## config.mk

```make
export PLATFORM = sky130hd
export DESIGN_NAME = vcofwd_forwarder
export DESIGN_NICKNAME = d
export VERILOG_FILES = /design/src/hw/vcofwd_pkg.sv /design/src/hw/vcofwd_forwarder.sv
export VERILOG_INCLUDE_DIRS = /design/src /design/src/hw
export SDC_FILE = /design/constraint.sdc
export NUM_CORES = 1
export LEC_CHECK = 0
export ABC_AREA = 0
export BUFFER_PORTS_ARGS = -buffer_cell sky130_fd_sc_hd__buf_2
export CORE_UTILIZATION = 30
export DETAILED_ROUTE_END_ITERATION = 8
export GPL_TIMING_DRIVEN = 0
export HOLD_SLACK_MARGIN = 0.06
export PLACE_DENSITY_LB_ADDON = 0.12
export SLEW_MARGIN = 25
export SYNTH_ARGS = -nofsm -noshare
export SYNTH_HDL_FRONTEND = slang
export SYNTH_SLANG_ARGS = --single-unit
export TNS_END_PERCENT = 1
```

## constraint.sdc

```tcl
create_clock -name clk -period 10.39 [get_ports clk]
set_input_delay 2.078 -clock clk [delete_from_list [all_inputs] [get_ports clk]]
set_output_delay 2.078 -clock clk [all_outputs]
set_load 0.005 [all_outputs]
```

## src/hw/vcofwd_cfg.svh

```systemverilog
`ifndef VCOFWD_CFG_SVH
`define VCOFWD_CFG_SVH
// Register offsets
`define VF_ADDR_INT 8'h03
`define VF_ADDR_FRAC 8'h04
`define VF_ADDR_FWD 8'h05
`define VF_ADDR_LOCK 8'h07
`define VF_ADDR_CAL 8'h0a
`define VF_ADDR_BAND 8'h10
// Field positions
`define VF_RELOCK_BIT 13
`define VF_CALDIS_BIT 11
`define VF_CLKSEL_HI 14
`define VF_CLKSEL_LO 13
`define VF_BANDRD_LO 16
`define VF_BAND_W 8
// Tuner side encodings
`define VF_TARGET_ID 3'h0
`define VF_CAL_REG 4'h0
`define VF_DIV_REG 4'h2
`define VF_DIV_BYPASS 6'h01
`define VF_DIV_FUND 6'h02
`define VF_PKT_BITS 5'h10
`define VF_BIT_LAST 4'hf
// Rates and tick exponents for select codes 0..3
`define VF_CLK_MHZ 50
`define VF_LINK_MAX_MHZ 50
`define VF_LINK_MIN_DIV ((`VF_CLK_MHZ + `VF_LINK_MAX_MHZ - 1) / `VF_LINK_MAX_MHZ)
`define VF_EXP_TABLE 12'hb10
`endif

```

## src/hw/vcofwd_pkg.sv

```systemverilog
package vcofwd_pkg;
    typedef struct packed
    {
        logic [8:0] payload;
        logic [3:0] index;
        logic [2:0] target;
    } vcofwd_pkt_t;

    typedef enum logic [2:0]
    {
        CAL_IDLE = 3'b000,
        CAL_ENTER = 3'b001,
        CAL_PUSH = 3'b011,
        CAL_SETTLE = 3'b111,
        CAL_LEAVE = 3'b110
    } vcofwd_cal_t;
endpackage : vcofwd_pkg

```

## src/hw/vcofwd_forwarder.sv

```systemverilog
// Contract
// Synthesizer register writes take effect in the cycle they are made.
// Each forwarding register write is shifted out as 16 bits, MSB first.
// Link runs at calibration clock rate from select field, never above 50 MHz.
// Tuner sub-registers are write-only; nothing reads them back to the host. Code returns sub-register 0 bits 8:1 as band readback.
// Active tuning band is readable through the calibration config register.
// Tuner side decodes bits 2:0 as target (must be zero), 6:3 as index.
// Tuner side stores bits 15:7 as payload into the indexed sub-register.
// Calibration writes go to the target and index held in forwarding register.
// Calibration runs only when forwarding register low seven bits are zero.
// Host clears forwarding low seven bits after tuner writes, before retune.
// Integer or fractional divider write starts a frequency change.
// Forwarding register is written whole; host supplies a correct payload.
// Present band switch settings are readable in low byte of band register.
// To keep a band, host copies band readback into the forwarding payload. Host model forces band bit 5 to one in the copy.
// Host without readback writes zero then a divider write to recalibrate.
// Sub-register 0 calibration bit picks reference voltage or loop for tuning.
// With auto relock on, lock loss reruns calibration exactly once.
// Divider setting one bypasses to doubled output; two gives fundamental.
// Band selects one of two cores, each with 128 sub-bands.
// Calibration clock is reference period times 2^m, m from 0, 2, 4, 5.
// Calibration enabled when disable bit is zero, manual band when one.
// Calibration sets cal bit, binary-searches band, then clears cal bit.
// No further transfer starts until the current packet's last bit is sent.
`timescale 1ns/1ps
`include "vcofwd_cfg.svh"

module vcofwd_forwarder
    import vcofwd_pkg::*;
#(
    parameter int DW = 24
)
(
    input wire logic clk,
    input wire logic sys_rst,
    input wire logic ce,
    input wire logic regWe,
    input wire logic regRe,
    input wire logic [7:0] regAddr,
    input wire logic [DW-1:0] regWdata,
    output logic [DW-1:0] regRdata_r,
    output logic regRdValid_r,
    output logic fwdReady_r,
    input wire logic vcoHigh,
    input wire logic lockLost,
    output logic linkClk_r,
    output logic linkData_r,
    output logic linkFrame_r,
    output logic tuneFromRef_r,
    output logic divBypass_r,
    output logic divFundamental_r,
    output logic calBusy_r,
    output logic calFailed_r
);
    vcofwd_pkt_t fwdReg_r;
    logic [DW-1:0] intDiv_r;
    logic [DW-1:0] fracDiv_r;
    logic [DW-1:0] lockCfg_r;
    logic [DW-1:0] calCfg_r;
    logic [8:0] subReg_r [16];
    vcofwd_pkt_t buf_r [2];
    logic wrPtr_r;
    logic rdPtr_r;
    logic [1:0] count_r;
    logic [1:0] count_nxt;
    logic [15:0] shift_r;
    logic [3:0] bitCnt_r;
    logic shBusy_r;
    logic [5:0] divCnt_r;
    logic [5:0] divLimit;
    logic [2:0] expSel;
    logic tick;
    logic [15:0] rxShift_r;
    logic [3:0] rxCnt_r;
    logic rxDone;
    vcofwd_pkt_t rxWord;
    vcofwd_cal_t state_r;
    logic [2:0] bit_r;
    logic [`VF_BAND_W-1:0] band_r;
    logic [`VF_BAND_W-1:0] bitMask;
    logic lockLostD_r;
    logic relockUsed_r;
    logic freqChange;
    logic hostPush;
    logic calPush;
    logic linkIdle;
    logic pop;
    logic calStart;
    logic relockReq;
    logic fwdLowZero;
    vcofwd_pkt_t calPkt;

    // Register access decode
    assign freqChange = ce && regWe && (regAddr == `VF_ADDR_INT || regAddr == `VF_ADDR_FRAC);
    assign hostPush = ce && regWe && regAddr == `VF_ADDR_FWD && fwdReady_r;
    assign fwdLowZero = {fwdReg_r.index, fwdReg_r.target} == 7'h00;

    // Calibration clock tick, 2^m reference periods
    assign expSel = 3'(`VF_EXP_TABLE >> (3 * calCfg_r[`VF_CLKSEL_HI:`VF_CLKSEL_LO]));
    assign divLimit = 6'((7'h01 << expSel) - 7'h01);
    assign tick = ce && divCnt_r == divLimit;

    // Link shares one transfer at a time
    assign linkIdle = !shBusy_r && count_r == 2'h0;
    assign pop = tick && !shBusy_r && count_r != 2'h0;

    // Calibration packet targets the stored fields
    assign bitMask = `VF_BAND_W'(9'h001 << bit_r);
    always_comb
    begin
        calPkt.target = fwdReg_r.target;
        calPkt.index = fwdReg_r.index;
        case (state_r)
            CAL_ENTER: calPkt.payload = {band_r, 1'b1};
            CAL_PUSH: calPkt.payload = {band_r | bitMask, 1'b1};
            default: calPkt.payload = {band_r, 1'b0};
        endcase
    end
    assign calPush = ce && !hostPush && linkIdle
        && (state_r == CAL_ENTER || state_r == CAL_PUSH || state_r == CAL_LEAVE);

    assign relockReq = ce && lockLost && !lockLostD_r && lockCfg_r[`VF_RELOCK_BIT]
        && !relockUsed_r;
    assign calStart = !calCfg_r[`VF_CALDIS_BIT] && (freqChange || relockReq);

    always_comb
    begin
        count_nxt = count_r;
        if ((hostPush || calPush) && !pop)
        begin
            count_nxt = count_r + 2'h1;
        end
        else if (pop && !(hostPush || calPush))
        begin
            count_nxt = count_r - 2'h1;
        end
    end

    // Synthesizer registers, written directly
    always_ff @(posedge clk or posedge sys_rst)
    begin
        if (sys_rst)
        begin
            fwdReg_r <= '0;
            intDiv_r <= '0;
            fracDiv_r <= '0;
            lockCfg_r <= '0;
            calCfg_r <= '0;
        end
        else if (ce && regWe)
        begin
            case (regAddr)
                `VF_ADDR_INT: intDiv_r <= regWdata;
                `VF_ADDR_FRAC: fracDiv_r <= regWdata;
                `VF_ADDR_FWD:
                begin
                    if (fwdReady_r)
                    begin
                        fwdReg_r <= vcofwd_pkt_t'(regWdata[15:0]);
                    end
                end
                `VF_ADDR_LOCK: lockCfg_r <= regWdata;
                `VF_ADDR_CAL: calCfg_r <= regWdata;
                default: ;
            endcase
        end
    end

    // Register reads; tuner sub-registers read back only as sub-register 0 bits 8:1
    always_ff @(posedge clk or posedge sys_rst)
    begin
        if (sys_rst)
        begin
            regRdata_r <= '0;
            regRdValid_r <= 1'b0;
        end
        else if (ce)
        begin
            regRdValid_r <= regRe;
            regRdata_r <= '0;
            if (regRe)
            begin
                case (regAddr)
                    `VF_ADDR_INT: regRdata_r <= intDiv_r;
                    `VF_ADDR_FRAC: regRdata_r <= fracDiv_r;
                    `VF_ADDR_FWD: regRdata_r <= DW'(fwdReg_r);
                    `VF_ADDR_LOCK: regRdata_r <= lockCfg_r;
                    `VF_ADDR_CAL:
                    begin
                        regRdata_r <= calCfg_r;
                        regRdata_r[`VF_BANDRD_LO +: `VF_BAND_W] <= subReg_r[`VF_CAL_REG][8:1];
                    end
                    `VF_ADDR_BAND: regRdata_r <= DW'(subReg_r[`VF_CAL_REG][8:1]);
                    default: regRdata_r <= '0;
                endcase
            end
        end
    end

    // Two-entry packet buffer
    always_ff @(posedge clk or posedge sys_rst)
    begin
        if (sys_rst)
        begin
            wrPtr_r <= 1'b0;
            rdPtr_r <= 1'b0;
            count_r <= 2'h0;
            fwdReady_r <= 1'b0;
            buf_r[0] <= '0;
            buf_r[1] <= '0;
        end
        else if (ce)
        begin
            if (hostPush || calPush)
            begin
                buf_r[wrPtr_r] <= hostPush ? vcofwd_pkt_t'(regWdata[15:0]) : calPkt;
                wrPtr_r <= !wrPtr_r;
            end
            if (pop)
            begin
                rdPtr_r <= !rdPtr_r;
            end
            count_r <= count_nxt;
            fwdReady_r <= count_nxt != 2'h2;
        end
    end

    // Calibration clock divider
    always_ff @(posedge clk or posedge sys_rst)
    begin
        if (sys_rst)
        begin
            divCnt_r <= 6'h00;
        end
        else if (ce)
        begin
            divCnt_r <= (divCnt_r >= divLimit) ? 6'h00 : divCnt_r + 6'h01;
        end
    end

    // Serializer, one bit per calibration tick
    always_ff @(posedge clk or posedge sys_rst)
    begin
        if (sys_rst)
        begin
            shift_r <= 16'h0000;
            bitCnt_r <= 4'h0;
            shBusy_r <= 1'b0;
            linkClk_r <= 1'b0;
            linkData_r <= 1'b0;
            linkFrame_r <= 1'b0;
        end
        else if (ce)
        begin
            linkClk_r <= tick && shBusy_r;
            if (tick)
            begin
                linkFrame_r <= shBusy_r;
                if (shBusy_r)
                begin
                    linkData_r <= shift_r[15];
                    shift_r <= {shift_r[14:0], 1'b0};
                    bitCnt_r <= bitCnt_r - 4'h1;
                    shBusy_r <= bitCnt_r != 4'h0;
                end
                else if (pop)
                begin
                    shift_r <= buf_r[rdPtr_r];
                    bitCnt_r <= `VF_BIT_LAST;
                    shBusy_r <= 1'b1;
                end
            end
        end
    end

    // Tuner side receiver and decode
    assign rxDone = ce && linkClk_r && rxCnt_r == `VF_BIT_LAST;
    assign rxWord = vcofwd_pkt_t'({rxShift_r[14:0], linkData_r});
    always_ff @(posedge clk or posedge sys_rst)
    begin
        if (sys_rst)
        begin
            rxShift_r <= 16'h0000;
            rxCnt_r <= 4'h0;
            for (int i = 0; i < 16; i++)
            begin
                subReg_r[i] <= 9'h000;
            end
        end
        else if (ce && linkClk_r)
        begin
            rxShift_r <= {rxShift_r[14:0], linkData_r};
            rxCnt_r <= rxCnt_r + 4'h1;
            if (rxDone && rxWord.target == `VF_TARGET_ID)
            begin
                subReg_r[rxWord.index] <= rxWord.payload;
            end
        end
    end

    // Tuning source and output divider mode
    always_ff @(posedge clk or posedge sys_rst)
    begin
        if (sys_rst)
        begin
            tuneFromRef_r <= 1'b0;
            divBypass_r <= 1'b0;
            divFundamental_r <= 1'b0;
        end
        else if (ce)
        begin
            tuneFromRef_r <= subReg_r[`VF_CAL_REG][0];
            divBypass_r <= subReg_r[`VF_DIV_REG][5:0] == `VF_DIV_BYPASS;
            divFundamental_r <= subReg_r[`VF_DIV_REG][5:0] == `VF_DIV_FUND;
        end
    end

    // Relock bookkeeping
    always_ff @(posedge clk or posedge sys_rst)
    begin
        if (sys_rst)
        begin
            lockLostD_r <= 1'b0;
            relockUsed_r <= 1'b0;
        end
        else if (ce)
        begin
            lockLostD_r <= lockLost;
            if (freqChange)
            begin
                relockUsed_r <= 1'b0;
            end
            else if (relockReq)
            begin
                relockUsed_r <= 1'b1;
            end
        end
    end

    // Calibration sequencer: core bit plus 7-bit sub-band
    always_ff @(posedge clk or posedge sys_rst)
    begin
        if (sys_rst)
        begin
            state_r <= CAL_IDLE;
            bit_r <= 3'h0;
            band_r <= '0;
            calBusy_r <= 1'b0;
            calFailed_r <= 1'b0;
        end
        else if (ce)
        begin
            calBusy_r <= state_r != CAL_IDLE;
            case (state_r)
                CAL_IDLE:
                begin
                    if (calStart && !fwdLowZero)
                    begin
                        calFailed_r <= 1'b1;
                    end
                    else if (calStart)
                    begin
                        calFailed_r <= 1'b0;
                        band_r <= '0;
                        bit_r <= 3'h7;
                        state_r <= CAL_ENTER;
                    end
                end
                CAL_ENTER:
                begin
                    if (calPush)
                    begin
                        state_r <= CAL_PUSH;
                    end
                end
                CAL_PUSH:
                begin
                    if (calPush)
                    begin
                        band_r <= band_r | bitMask;
                        state_r <= CAL_SETTLE;
                    end
                end
                CAL_SETTLE:
                begin
                    if (linkIdle && tick)
                    begin
                        if (!vcoHigh)
                        begin
                            band_r <= band_r & ~bitMask;
                        end
                        if (bit_r == 3'h0)
                        begin
                            state_r <= CAL_LEAVE;
                        end
                        else
                        begin
                            bit_r <= bit_r - 3'h1;
                            state_r <= CAL_PUSH;
                        end
                    end
                end
                CAL_LEAVE:
                begin
                    if (calPush)
                    begin
                        state_r <= CAL_IDLE;
                    end
                end
                default: state_r <= CAL_IDLE;
            endcase
        end
    end
endmodule : vcofwd_forwarder

```

==> out/qor.yml <==
nNetsFinal: 1193
crit_fanout: 11
viasPerCell: 4.847
drt_iter0_markers: 434
grt_pass1_wl_mm: 51.10
core_area_mm2: 0.03767
max-slew-margin-rel: 0.3105
yosysWarnings: 0
critPathKind: "in -> reg"
antenna_found_initial: 1
finClkSkew_ps: 20.44
io_pins: 73
end_kind: "flip-flop"
die_x_um: 197.6
yosysUniqueCellTypes: 60
cts_tree: "done"
hold_buffers: 0
worstHoldStart: "fwdReg_r[13]"
clock_sinks: 251
muxShareOfSynthArea: 0.1581
required_ps: 10830
dr_total_vias: 8104
r2r_start: "calCfg_r[14]"
synth_compound_area_frac: 0.1189
post_synth.cell_area_avg_um2: 11.10
clk_pin_slew_ps: 60
max-cap-violations: 0
cts_root_buffer: "clkbuf_16"
start_util: 0.3046
postRouteAntennaNets: 0
grt_pass1_vias: 8284
drv_slew: 0
gp_congestion: 0.7558
netlist_area_mm2: 0.01147
min_path_type: "reg -> reg"
seq_area_frac_synth: 0.5474
dp_hpwl_mm: 22.82
synth-edff-count: 0
port_buffers: 69
synth-seq-cells: 251
final_cells: 1672
grt_max_degree: 86
netlist_instances: 1034
setup_violations: 0
post_synth_xor_area_fraction: 0.007633
htreeDepth: 1
fp.dieH_um: 197.6
status: "complete, no violations"
min_period_ps: 4117
final-hold-violation-count: 0
dp.cells: 1617
area_delta_synth_final_pct: 18.86
critPathLaunchType: "input pin"
yosys.area_share.simple: 0.1073
grtUsageTotal: 0.1720
rsz0062_at_grt: "no"
drtPass1Iterations: 5
drc: 0
worstPathArrival_ps: 4560
die-area_mm2: 0.03904
p_leak_nw: 6.542
grt-ovfl-total: 0
cts.path.max_buffers: 3
numCtsBuffers: 30
wirelength_mm: 32.41
rows: 71
postCtsSetupBuffers: 0
synthArstFlopShare: 1.000
period_share: 0.3963
fmax_ghz: 0.2429
ir_drop_uv: 140.6
p_per_area_mw_per_mm2: 202.0
synth_top_family_by_area: "multiplexers"
ys.flop_type: "dfrtp_1"
wl_per_cell_um: 19.38
synthAdderAreaFrac: 0.01745
cts_resized: 0
clkLatencyLatePin_ps: 560
max_slew.worst_pin.slew_ps: 1034
crit_start: "ce"
final_util: 0.3621
synth_nets: 1089
drive_gt1_frac: 0.2457
[registers in the layout (all words and copies together) (netlist names), 8 cells and up]
signal	cells
buf_r	32
fracDiv_r	24
lockCfg_r	24
intDiv_r	24
calCfg_r	16
shift_r	16
band_r	8
regRdata_r	24
rxShift_r	15
subReg_r	15
fwdReg_r	9
[logic make-up after synthesis]
family / count (synthesis)
muxes: 158
other: 1
and+or+nand+nor: 258
AOI/OAI and AO/OA: 221
DFF: 251
buffers and inverters: 119
adders and majority gates: 16
xor gates and xnor gates: 10
[synth_stat cells, types with 5 or more instances]
master	instances	area, um2
ha_1	16	200.2
nand2b_1	5	31.28
buf_2	22	110.1
and3_1	11	68.82
a221oi_1	12	105.1
nor4_1	5	31.28
a222oi_1	13	130.1
o22ai_1	24	150.1
o21ai_0	76	380.4
xnor2_1	8	70.07
a21oi_1	54	270.3
clkbuf_1	34	127.6
nor3_1	5	25.02
mux2i_1	32	320.3
mux2_4	20	300.3
inv_1	56	210.2
nand2_1	125	469.2
mux2_2	106	1194
a31oi_1	11	68.82
a21boi_0	8	60.06
nor2_1	50	187.7
nand3_1	20	100.1
dfrtp_1	251	6281
[cell usage in the layout, fill, tap and decap left out, types with 31 or more instances in the layout]
cell type | synthesis | layout
a21oi_1 | 54 | 54
nand2_1 | 125 | 125
mux2_2 | 106 | 106
dfrtp_1 | 251 | 251
buf_2 | 22 | 91
nor2_1 | 50 | 50
clkbuf_1 | 34 | 36
clkbuf_16 | 0 | 31
o21ai_0 | 76 | 76
mux2i_1 | 32 | 32
inv_1 | 56 | 55
[layout make-up]
cell class / instances / area, um2
antenna: 1 / 2.502
buffer: 63 / 282.8
clock buffer: 44 / 934.6
clock inverter: 10 / 152.6
fill: 3823 / 24030
inverter: 56 / 217.7
multi-input combinational: 664 / 4701
sequential: 251 / 6281
tap: 511 / 639.4
timing repair buffer: 72 / 427.9
[layer usage]
| layer | vias to the layer above | part of all wire | GRT usage |
|---|---|---|---|
| met3 | 45 | 0.030 | 0.02032 |
| met1 | 4065 | 0.51 | 0.2585 |
| li1 | 3874 | - | - |
| met2 | 120 | 0.43 | 0.2615 |
| met5 | - | 0 | 0 |
| met4 | 0 | 0.022 | 0.04077 |
[worst paths after layout]
path	to	slack, ps	cells after the start
hold / removal	fwdReg_r[13]	470	2
setup reg to reg	band_r[3]	7250	8
max in group asynchronous	intDiv_r[14]	7770	4
hold reg to reg	fwdReg_r[13]	470	2
setup / recovery	divBypass_r	6270	6
min in group asynchronous	divCnt_r[3]	1550	2
[report_power, final]
group	switching (W)	internal [W]	total [W]
Combinational	0.000315	0.000180	0.000495
Clock	0.000427	0.000716	0.00114
Sequential	0.0000557	0.00106	0.00112
Total	0.000797	0.00196	0.00276
[critical path: stages]
cell and delay (ps):
buf_2 130, buf_2 300, buf_1 810, buf_1 760
nand2_1 180, o32ai_1 280
[stage by stage]
stage                     instance area [um2]  setup slack (ps)  power, W  hold WS, ps  TNS (ps)
after floorplan                         11470              1412  0.001475        442.7         0
after global placement                  12460             -2158  0.001624        458.4   -537250
after detailed placement                12550              5669  0.001634        462.5         0
after CTS                               13640              6258  0.002797        475.8         0
after global routing                    13640              6132  0.002906        488.5         0
final                                   13640              6273  0.002756        474.8         0
(Power assumes the default switching activity.)
